$ cat src/shared/timer_trig_regs.svh
// Register indices, field positions and reset values of the trigger and
// polarity block. Assumes inclusion by bare name from the design files.
`ifndef TIMER_TRIG_REGS_SVH
`define TIMER_TRIG_REGS_SVH

// Register indices; the byte address is four times the index
`define EXT_TRIG_CTRL_IDX        8'h23
`define CHAN_POLARITY_IDX        8'h24

// External trigger control fields
`define TRIG_FLAG_BIT            7
`define INIT_TRIG_EN_BIT         6
`define CHAN1_TRIG_EN_BIT        5
`define CHAN0_TRIG_EN_BIT        4
`define CHAN5_TRIG_EN_BIT        3
`define CHAN4_TRIG_EN_BIT        2
`define CHAN3_TRIG_EN_BIT        1
`define CHAN2_TRIG_EN_BIT        0

// Reset values
`define EXT_TRIG_CTRL_RESET      8'h00
`define CHAN_POLARITY_RESET      8'h00

// Channel counts
`define POLARITY_CHANNELS        8
`define TRIGGER_CHANNELS         6

`endif

$ cat src/shared/timer_trig_pkg.sv
// Types shared by the trigger and polarity block.
// Assumes the register header supplies all numeric constants.
`include "timer_trig_regs.svh"

package timer_trig_pkg;

  // Register selected by an APB address
  typedef enum logic [1:0] {
    SEL_EXT_TRIG,
    SEL_POLARITY,
    SEL_NONE
  } reg_sel_type;

  // Progress of the flag clear sequence
  typedef enum logic {
    CLR_IDLE,
    CLR_ARMED
  } clear_state_type;

  // One cycle of trigger events
  typedef struct packed {
    logic                              init_trig;
    logic [`TRIGGER_CHANNELS-1:0]      chan_trig;
  } trig_event_type;

endpackage

$ cat src/hdl/trigger_match.sv
// Detects counter matches against the initial value and channel compares.
// Assumes counter and compare values come from logic on the same clock.
`timescale 1ns/10ps
`include "timer_trig_regs.svh"

module trigger_match #(
  parameter int CNT_W   = 16,
  parameter int NUM_SRC = `TRIGGER_CHANNELS
) (
  input  wire logic                     clk,
  input  wire logic                     nrst,
  input  wire logic [CNT_W-1:0]         counter_value,
  input  wire logic [CNT_W-1:0]         counter_init_value,
  input  wire logic [NUM_SRC*CNT_W-1:0] channel_compare_value,
  input  wire logic [NUM_SRC-1:0]       chan_enable,
  input  wire logic                     init_trigger_enable,
  output logic      [NUM_SRC-1:0]       chan_hit,
  output logic                          init_hit
);

  // Parameter checks at elaboration
  generate
    if (CNT_W < 1 || NUM_SRC < 1) begin : g_bad_param
      $error("CNT_W and NUM_SRC must be at least 1");
    end
  endgenerate

  logic [NUM_SRC-1:0] chan_eq;
  logic [NUM_SRC-1:0] chan_eq_reg;
  logic               init_eq;
  logic               init_eq_reg;

  // Per channel equality, only on entry to the matching count
  genvar g;
  generate
    for (g = 0; g < NUM_SRC; g++) begin : g_chan
      assign chan_eq[g] =
        counter_value == channel_compare_value[g*CNT_W +: CNT_W];
      assign chan_hit[g] = chan_enable[g] & chan_eq[g] & ~chan_eq_reg[g];
    end
  endgenerate

  assign init_eq  = counter_value == counter_init_value;
  assign init_hit = init_trigger_enable & init_eq & ~init_eq_reg;

  always_ff @(posedge clk) begin
    if (!nrst) begin
      chan_eq_reg <= '0;
    end else begin
      chan_eq_reg <= chan_eq;
    end
  end

  always_ff @(posedge clk) begin
    if (!nrst) begin
      init_eq_reg <= 1'b0;
    end else begin
      init_eq_reg <= init_eq;
    end
  end

endmodule // trigger_match

$ cat src/hdl/timer_trigger_and_polarity.sv
// Trigger generation, trigger flag and channel output polarity of a timer.
// Assumes an APB master on clk and timer signals from the same clock.
`timescale 1ns/10ps
`include "timer_trig_regs.svh"

module timer_trigger_and_polarity #(
  parameter int CNT_W  = 16,
  parameter int ADDR_W = 12,
  parameter int NUM_CH = `POLARITY_CHANNELS
) (
  input  wire logic                     clk,
  input  wire logic                     nrst,
  // APB slave
  input  wire logic                     psel,
  input  wire logic                     penable,
  input  wire logic                     pwrite,
  input  wire logic [ADDR_W-1:0]        paddr,
  input  wire logic [31:0]              pwdata,
  input  wire logic [3:0]               pstrb,
  output logic                          pready,
  output logic      [31:0]              prdata,
  output logic                          pslverr,
  // Timer side
  input  wire logic [CNT_W-1:0]         counter_value,
  input  wire logic [CNT_W-1:0]         counter_init_value,
  input  wire logic [`TRIGGER_CHANNELS*CNT_W-1:0] channel_compare_value,
  input  wire logic                     write_protect_disable,
  input  wire logic                     fault_control_enable,
  input  wire logic                     fault_detected,
  input  wire logic [NUM_CH-1:0]        fault_channel_mask,
  input  wire logic [NUM_CH-1:0]        chan_wave,
  // Outputs to consumers and pins
  output timer_trig_pkg::trig_event_type trig_event,
  output logic                          trig_pulse,
  output logic                          trigger_flag,
  output logic      [NUM_CH-1:0]        chan_out
);

  // Parameter checks at elaboration
  generate
    if (NUM_CH != `POLARITY_CHANNELS) begin : g_bad_ch
      $error("NUM_CH must equal the polarity register width");
    end
    if (CNT_W < 1 || CNT_W > 32) begin : g_bad_cnt
      $error("CNT_W must lie between 1 and 32");
    end
    if (ADDR_W < 10 || ADDR_W > 32) begin : g_bad_addr
      $error("ADDR_W must lie between 10 and 32");
    end
  endgenerate

  // Address decode shared by the read and write paths
  function automatic timer_trig_pkg::reg_sel_type decode_addr(
    input logic [ADDR_W-1:0] addr
  );
    logic [ADDR_W-1:0] ext_addr;
    logic [ADDR_W-1:0] pol_addr;
    ext_addr = ADDR_W'({`EXT_TRIG_CTRL_IDX, 2'b00});
    pol_addr = ADDR_W'({`CHAN_POLARITY_IDX, 2'b00});
    if (addr == ext_addr) begin
      decode_addr = timer_trig_pkg::SEL_EXT_TRIG;
    end else if (addr == pol_addr) begin
      decode_addr = timer_trig_pkg::SEL_POLARITY;
    end else begin
      decode_addr = timer_trig_pkg::SEL_NONE;
    end
  endfunction

  // Reorders the enable field into channel order 5..0
  function automatic logic [`TRIGGER_CHANNELS-1:0] chan_enables(
    input logic [7:0] ctrl
  );
    logic [`TRIGGER_CHANNELS-1:0] en;
    en    = '0;
    en[0] = ctrl[`CHAN0_TRIG_EN_BIT];
    en[1] = ctrl[`CHAN1_TRIG_EN_BIT];
    en[2] = ctrl[`CHAN2_TRIG_EN_BIT];
    en[3] = ctrl[`CHAN3_TRIG_EN_BIT];
    en[4] = ctrl[`CHAN4_TRIG_EN_BIT];
    en[5] = ctrl[`CHAN5_TRIG_EN_BIT];
    chan_enables = en;
  endfunction

  logic [6:0]                      trig_enable_reg;
  logic                            trig_flag_reg;
  logic [NUM_CH-1:0]               chan_polarity_reg;
  timer_trig_pkg::clear_state_type clr_state_reg;
  logic [31:0]                     prdata_reg;
  logic                            pslverr_reg;
  logic                            flag_seen_reg;
  timer_trig_pkg::trig_event_type  trig_event_reg;
  logic                            trig_pulse_reg;
  logic [NUM_CH-1:0]               chan_out_reg;

  timer_trig_pkg::reg_sel_type     sel;
  logic                            setup_phase;
  logic                            access_done;
  logic                            wr_ext;
  logic                            wr_pol;
  logic                            rd_ext;
  logic                            clear_go;
  logic [7:0]                      ext_read_value;
  logic [`TRIGGER_CHANNELS-1:0]    chan_hit;
  logic                            init_hit;
  logic                            trig_now;
  logic                            fault_active;
  logic [NUM_CH-1:0]               chan_out_next;
  logic [`TRIGGER_CHANNELS-1:0]    chan_trig_enable;

  // Enable field in channel order, used by the match logic
  assign chan_trig_enable = chan_enables({1'b0, trig_enable_reg});

  // Match detection; only channels 0 to 5 have compare inputs
  trigger_match #(
    .CNT_W   (CNT_W),
    .NUM_SRC (`TRIGGER_CHANNELS)
  ) u_match (
    .clk                   (clk),
    .nrst                  (nrst),
    .counter_value         (counter_value),
    .counter_init_value    (counter_init_value),
    .channel_compare_value (channel_compare_value),
    .chan_enable           (chan_trig_enable),
    .init_trigger_enable   (trig_enable_reg[`INIT_TRIG_EN_BIT]),
    .chan_hit              (chan_hit),
    .init_hit              (init_hit)
  );

  // Any trigger source firing this cycle
  assign trig_now = init_hit | (|chan_hit);

  // APB phases; one access cycle, answer always ready
  assign sel         = decode_addr(paddr);
  assign setup_phase = psel & ~penable;
  assign access_done = psel & penable;
  assign pready      = psel & penable;
  assign prdata      = prdata_reg;
  assign pslverr     = pslverr_reg & psel & penable;

  assign wr_ext = access_done & pwrite & pstrb[0] & ~pslverr_reg &
                  (sel == timer_trig_pkg::SEL_EXT_TRIG);
  assign wr_pol = access_done & pwrite & pstrb[0] & ~pslverr_reg &
                  (sel == timer_trig_pkg::SEL_POLARITY);
  assign rd_ext = access_done & ~pwrite &
                  (sel == timer_trig_pkg::SEL_EXT_TRIG);

  assign ext_read_value = {trig_flag_reg, trig_enable_reg};

  // Read data captured in the setup cycle
  always_ff @(posedge clk) begin
    if (!nrst) begin
      prdata_reg <= 32'h0000_0000;
    end else if (setup_phase && !pwrite) begin
      case (sel)
        timer_trig_pkg::SEL_EXT_TRIG: begin
          prdata_reg <= {24'h00_0000, ext_read_value};
        end
        timer_trig_pkg::SEL_POLARITY: begin
          prdata_reg <= {24'h00_0000, chan_polarity_reg};
        end
        default: begin
          prdata_reg <= 32'h0000_0000;
        end
      endcase
    end
  end

  // Flag value seen by the read in progress
  always_ff @(posedge clk) begin
    if (!nrst) begin
      flag_seen_reg <= 1'b0;
    end else if (setup_phase) begin
      flag_seen_reg <= trig_flag_reg;
    end
  end

  // Unmapped addresses answer with an error
  always_ff @(posedge clk) begin
    if (!nrst) begin
      pslverr_reg <= 1'b0;
    end else if (setup_phase) begin
      pslverr_reg <= (sel == timer_trig_pkg::SEL_NONE);
    end
  end

  // Trigger enables, not write protected
  always_ff @(posedge clk) begin
    if (!nrst) begin
      trig_enable_reg <= 7'(`EXT_TRIG_CTRL_RESET);
    end else if (wr_ext) begin
      trig_enable_reg <= pwdata[6:0];
    end
  end

  // Clear sequence: armed by a read of a set flag
  always_ff @(posedge clk) begin
    if (!nrst) begin
      clr_state_reg <= timer_trig_pkg::CLR_IDLE;
    end else begin
      case (clr_state_reg)
        timer_trig_pkg::CLR_IDLE: begin
          if (rd_ext && flag_seen_reg && !trig_now) begin
            clr_state_reg <= timer_trig_pkg::CLR_ARMED;
          end
        end
        timer_trig_pkg::CLR_ARMED: begin
          if (trig_now) begin
            clr_state_reg <= timer_trig_pkg::CLR_IDLE;
          end else if (wr_ext) begin
            clr_state_reg <= timer_trig_pkg::CLR_IDLE;
          end
        end
        default: begin
          clr_state_reg <= timer_trig_pkg::CLR_IDLE;
        end
      endcase
    end
  end

  // A write of 1 never clears; a write of 0 clears only when armed
  assign clear_go = wr_ext & ~pwdata[`TRIG_FLAG_BIT] &
                    (clr_state_reg == timer_trig_pkg::CLR_ARMED);

  localparam logic FLAG_RESET = 1'(`EXT_TRIG_CTRL_RESET >> `TRIG_FLAG_BIT);

  // Flag: a trigger in the same cycle wins over the clear
  always_ff @(posedge clk) begin
    if (!nrst) begin
      trig_flag_reg <= FLAG_RESET;
    end else if (trig_now) begin
      trig_flag_reg <= 1'b1;
    end else if (clear_go) begin
      trig_flag_reg <= 1'b0;
    end
  end

  assign trigger_flag = trig_flag_reg;

  // Trigger pulses for consumers, aligned with the flag setting
  always_ff @(posedge clk) begin
    if (!nrst) begin
      trig_event_reg <= '0;
    end else begin
      trig_event_reg.init_trig <= init_hit;
      trig_event_reg.chan_trig <= chan_hit;
    end
  end

  always_ff @(posedge clk) begin
    if (!nrst) begin
      trig_pulse_reg <= 1'b0;
    end else begin
      trig_pulse_reg <= trig_now;
    end
  end

  assign trig_event = trig_event_reg;
  assign trig_pulse = trig_pulse_reg;

  // Polarity register, guarded by write protection
  always_ff @(posedge clk) begin
    if (!nrst) begin
      chan_polarity_reg <= NUM_CH'(`CHAN_POLARITY_RESET);
    end else if (wr_pol && write_protect_disable) begin
      chan_polarity_reg <= pwdata[NUM_CH-1:0];
    end
  end

  assign fault_active = fault_control_enable & fault_detected;

  // Output shaping per channel; a fault with fault_control_enable forces the inactive level on channels set in fault_channel_mask
  genvar g;
  generate
    for (g = 0; g < NUM_CH; g++) begin : g_out
      assign chan_out_next[g] = (fault_active && fault_channel_mask[g]) ?
                                chan_polarity_reg[g] :
                                chan_wave[g] ^ chan_polarity_reg[g];
    end
  endgenerate

  // Registered channel outputs
  always_ff @(posedge clk) begin
    if (!nrst) begin
      chan_out_reg <= '0;
    end else begin
      chan_out_reg <= chan_out_next;
    end
  end

  assign chan_out = chan_out_reg;

endmodule // timer_trigger_and_polarity

$ cat config.mk
export PLATFORM = sky130hd
export DESIGN_NAME = timer_trigger_and_polarity
export DESIGN_NICKNAME = d
export VERILOG_FILES = /design/src/shared/timer_trig_pkg.sv /design/src/hdl/trigger_match.sv /design/src/hdl/timer_trigger_and_polarity.sv
export VERILOG_INCLUDE_DIRS = /design/src /design/src/shared
export SDC_FILE = /design/constraint.sdc
export NUM_CORES = 1
export LEC_CHECK = 0
export ABC_AREA = 1
export BUFFER_PORTS_ARGS = -buffer_cell sky130_fd_sc_hd__buf_4
export CORE_ASPECT_RATIO = 1.5
export CORE_MARGIN = 3
export CORE_UTILIZATION = 45
export DETAILED_ROUTE_END_ITERATION = 12
export PLACE_DENSITY_LB_ADDON = 0.25
export REMOVE_ABC_BUFFERS = 1
export SYNTH_ARGS = -nofsm -noshare
export SYNTH_HDL_FRONTEND = slang
export SYNTH_SLANG_ARGS = --single-unit
export TNS_END_PERCENT = 100
$ cat constraint.sdc
create_clock -name clk -period 1.43 [get_ports clk]
set_input_delay 0.0715 -clock clk [delete_from_list [all_inputs] [get_ports clk]]
set_output_delay 0.0715 -clock clk [all_outputs]
set_load 0.03 [all_outputs]
==> results by group <==
STA
  • Final Hold Fails: 0
  • Setup-failing EPs final: 0
  • Fmax: 779 MHz
  • Worst-case clock skew: about 0.0068 ns
  • Total Negative Setup Slacks: 0 ns
  • Final period util: 89.8%
  • Final min period: around 1.3 ns
  • RSZ-0062 raised after global routing: false
  • Pins Over Slew Limit: 0
  • WHS: 0.0465 ns

Clock tree
  • H-tree Lvls: 2
  • Clk_lat worst skew: around 0.28 ns
  • Setup Buffers After CTS: 0
  • Post-cts hold buffer count: 0
  • PostCTS Resize Cnt: 0
  • CTS tree: yes
  • Num CTS Buffers: 5
  • # clock sinks: 50
  • CTS Root Cell: clkbuf_16
  • Clock transition at path regs: about 0.070 ns
  • Worst-case clock buffer depth: 2

Run status
  • Outcome: finished, final reports clean

Critical path
  • Crit end category: flop
  • Critical path arrival: ~1.5 ns
  • Critical path class: flop to flop
  • Startpoint Class: flop
  • CP peak stage delay: around 0.31 ns
  • Max FO, Critical Path: 16
  • Most used cell, CP: nand2_1
  • Worst-path cell chain: inv_1 -> nand3_1 -> nor2_2 -> nand4_2 -> buf_4 -> nand2_1 -> o21ai_0 -> nand2_1 -> nor2_1
  • CP required: ~1.6 ns
  • Slowest CP cell: dfxtp_1

Floorplan
  • Boundary Pins: 251
  • Die height: between 100 and 150 um
  • Die ar.: 10700 sq um
  • Std cell rows: between 40 and 50
  • Area of the core: 9040 sq um
  • Starting Density: between 40% and 50%
  • Die width: between 80 and 90 um

Pwr
  • Maximum vdd drop: roughly 0.00096 V
  • Internal power: 2.62 mW
  • Net switching power: about 1.1 mW
  • Sequential group share of total power: a little under two fifths
  • P_leak: approximately 3.4 nW
  • Clock Power Share: roughly 30%
  • Switching part of the total: approximately 30%
  • Logic pwr share: roughly a third
  • Power Density: 647 nW/um^2

Global routing
  • Initial antenna violation count: 0
  • Overall global routing resource usage: around 21%
  • Largest net degree at the start of global routing: 24
  • Vias in the first global route: roughly 4200
  • First-pass GRT wire length: 18.3 mm
  • GR Overflow Total: 0

Synthesis
  • Avg Inst Size Synth: 5.65 sq um
  • Area leader, netlist: nand2_1
  • Commonest cells in the netlist: nand2_1 (281), inv_1 (107), nor2_1 (107), dfxtp_1 (50), xor2_1 (39)
  • Most common cell in the synthesized netlist: nand2_1
  • YS warnings: 0
  • Fraction of registers with async set/reset: 0%
  • Register bit total from synthesis: 50
  • Area contributors post-synth: nand2_1 (25%), dfxtp_1 (24%), inv_1 (9.5%)
  • Syn Inst Count: roughly 750
  • Post-Syn Area: roughly 4200 sq um
  • Seq/Total Area, Yosys: a little under a quarter
  • Ys flop type: dfxtp_1
  • Yosys top cell area share: about 25%
  • Post-synth cell types: 32
  • Number of synthesized flops with an enable pin: 0

Route
  • Iteration count of the initial detailed-routing pass: 4
  • Initial DRC count: approximately 130
  • DR DRC count: 0
  • Vias: about 4700
  • Total wire length: ~11 mm
  • Vias per cell: ~4.5
  • Wire length per cell: 10.9 um
  • Post-route ant nets: 0

Placement
  • IO Port Bufs: between 150 and 200
  • Routability Congestion: between 0.8 and 0.9
  • Hpwl dp: 9.90 mm

Finish
  • Area delta synth->final: 35.9%
  • Ant diodes: 0
  • Final nets: ~1100
  • Share of layout cells above drive strength 1: 25.6%

Flow run
  • MaxCap Viol Count: 0

Min path
  • HP Class: input port to flop
==> power groups by stage <==
stage               sequential [mW]  combinational (mW)  clock, mW
finish                         1.43                1.17       1.13
global route                   1.43                1.32       1.19
detailed placement             1.46                1.18          0
floorplan                      1.51               0.530          0
CTS                            1.43                1.18       1.15
global placement               1.46                1.16          0
==> critical path: cells and delay by family, from the launching register on <==
| kind | cells | cell delay, ns |
|---|---|---|
| buffers and inverters | 2 | 0.26 |
| flip-flops | 1 | 0.31 |
| AO/OA/AOI/OAI | 1 | 0.07 |
| AND/OR/NAND/NOR | 6 | 0.54 |
==> layout make-up <==
cell class                 instances  area [sq um]
clock buffer                       6           129
timing repair buffer             202          1520
clock inverter                     2          13.8
sequential                        50          1000
fill                             925          3260
tap                              110           138
multi-input combinational        555          2500
inverter                         123           472
==> metal layers <==
layer	routed length, um	global-route usage [%]	share of wire, %	vias up
met5	0	0	0	-
met4	76	3.17	0.66	0
met3	832	4.08	7.3	7
met2	6260	41.7	55	143
met1	4280	22.0	37	1966
li1	-	-	-	2551
==> cells in the final DEF (no fill, tap or decap) <==
master / netlist / routed
nand2_1: 281 / 281
buf_4: 38 / 202
inv_1: 107 / 107
nor2_1: 107 / 107
dfxtp_1: 50 / 50
xor2_1: 39 / 39
o21ai_0: 34 / 34
conb_1: 1 / 24
a21oi_1: 22 / 22
inv_2: 11 / 11
nand3_1: 9 / 9
o21bai_1: 7 / 7
nor4_1: 6 / 6
clkbuf_16: 0 / 5
inv_4: 4 / 4
nor2_2: 4 / 4
nand2_2: 3 / 3
nor3_1: 3 / 3
or2_2: 2 / 2
o21ai_2: 2 / 2
a21oi_2: 2 / 2
nand4_1: 2 / 2
o21ai_1: 2 / 2
clkinv_1: 1 / 1
nor3_4: 1 / 1
nand4_2: 1 / 1
o211ai_1: 1 / 1
nand3b_4: 1 / 1
o221ai_1: 1 / 1
o21a_1: 1 / 1
clkinv_4: 0 / 1
clkinv_2: 0 / 1
clkbuf_1: 3 / 1
==> worst paths after layout <==
check / start / end / slack (ns) / depth (start not counted)
max: pslverr_reg$_SDFFE_PN0P_ / clr_state_reg$_SDFF_PN0_ / 0.15 / 9
min: pwdata[5] / chan_polarity_reg[5]$_SDFFE_PN0P_ / 0.05 / 3
max reg2reg: pslverr_reg$_SDFFE_PN0P_ / clr_state_reg$_SDFF_PN0_ / 0.15 / 9
min reg2reg: u_match.chan_eq_reg[1]$_SDFF_PN0_ / trig_event[1]$_SDFF_PN0_ / 0.42 / 1
==> per-stage QoR <==
stage	power, mW	instance area [sq um]	utilization [%]	instances	setup WS [ns]
2_1_floorplan	2.04	3980	-	728	0.173
3_3_place_gp	2.62	5630	62.3	1040	0.0989
3_5_place_dp	2.64	5630	62.3	1040	0.0904
4_1_cts	3.76	5770	63.9	1048	0.127
5_1_grt	3.94	5770	63.9	1048	0.0463
6_report	3.73	5770	63.9	1048	0.146
==> logic make-up (layout without fill, tap and decap cells) <==
logic type | after synthesis | in the layout | synth area share [%]
and+or+nand+nor | 420 | 420 | 39.3
DFF | 50 | 50 | 23.6
AOI/OAI and AO/OA | 72 | 72 | 9.45
other | 1 | 24 | 0.0883
buffers and inverters | 170 | 333 | 19.5
xor gates and xnor gates | 39 | 39 | 8.04
(Power assumes the default switching activity.)
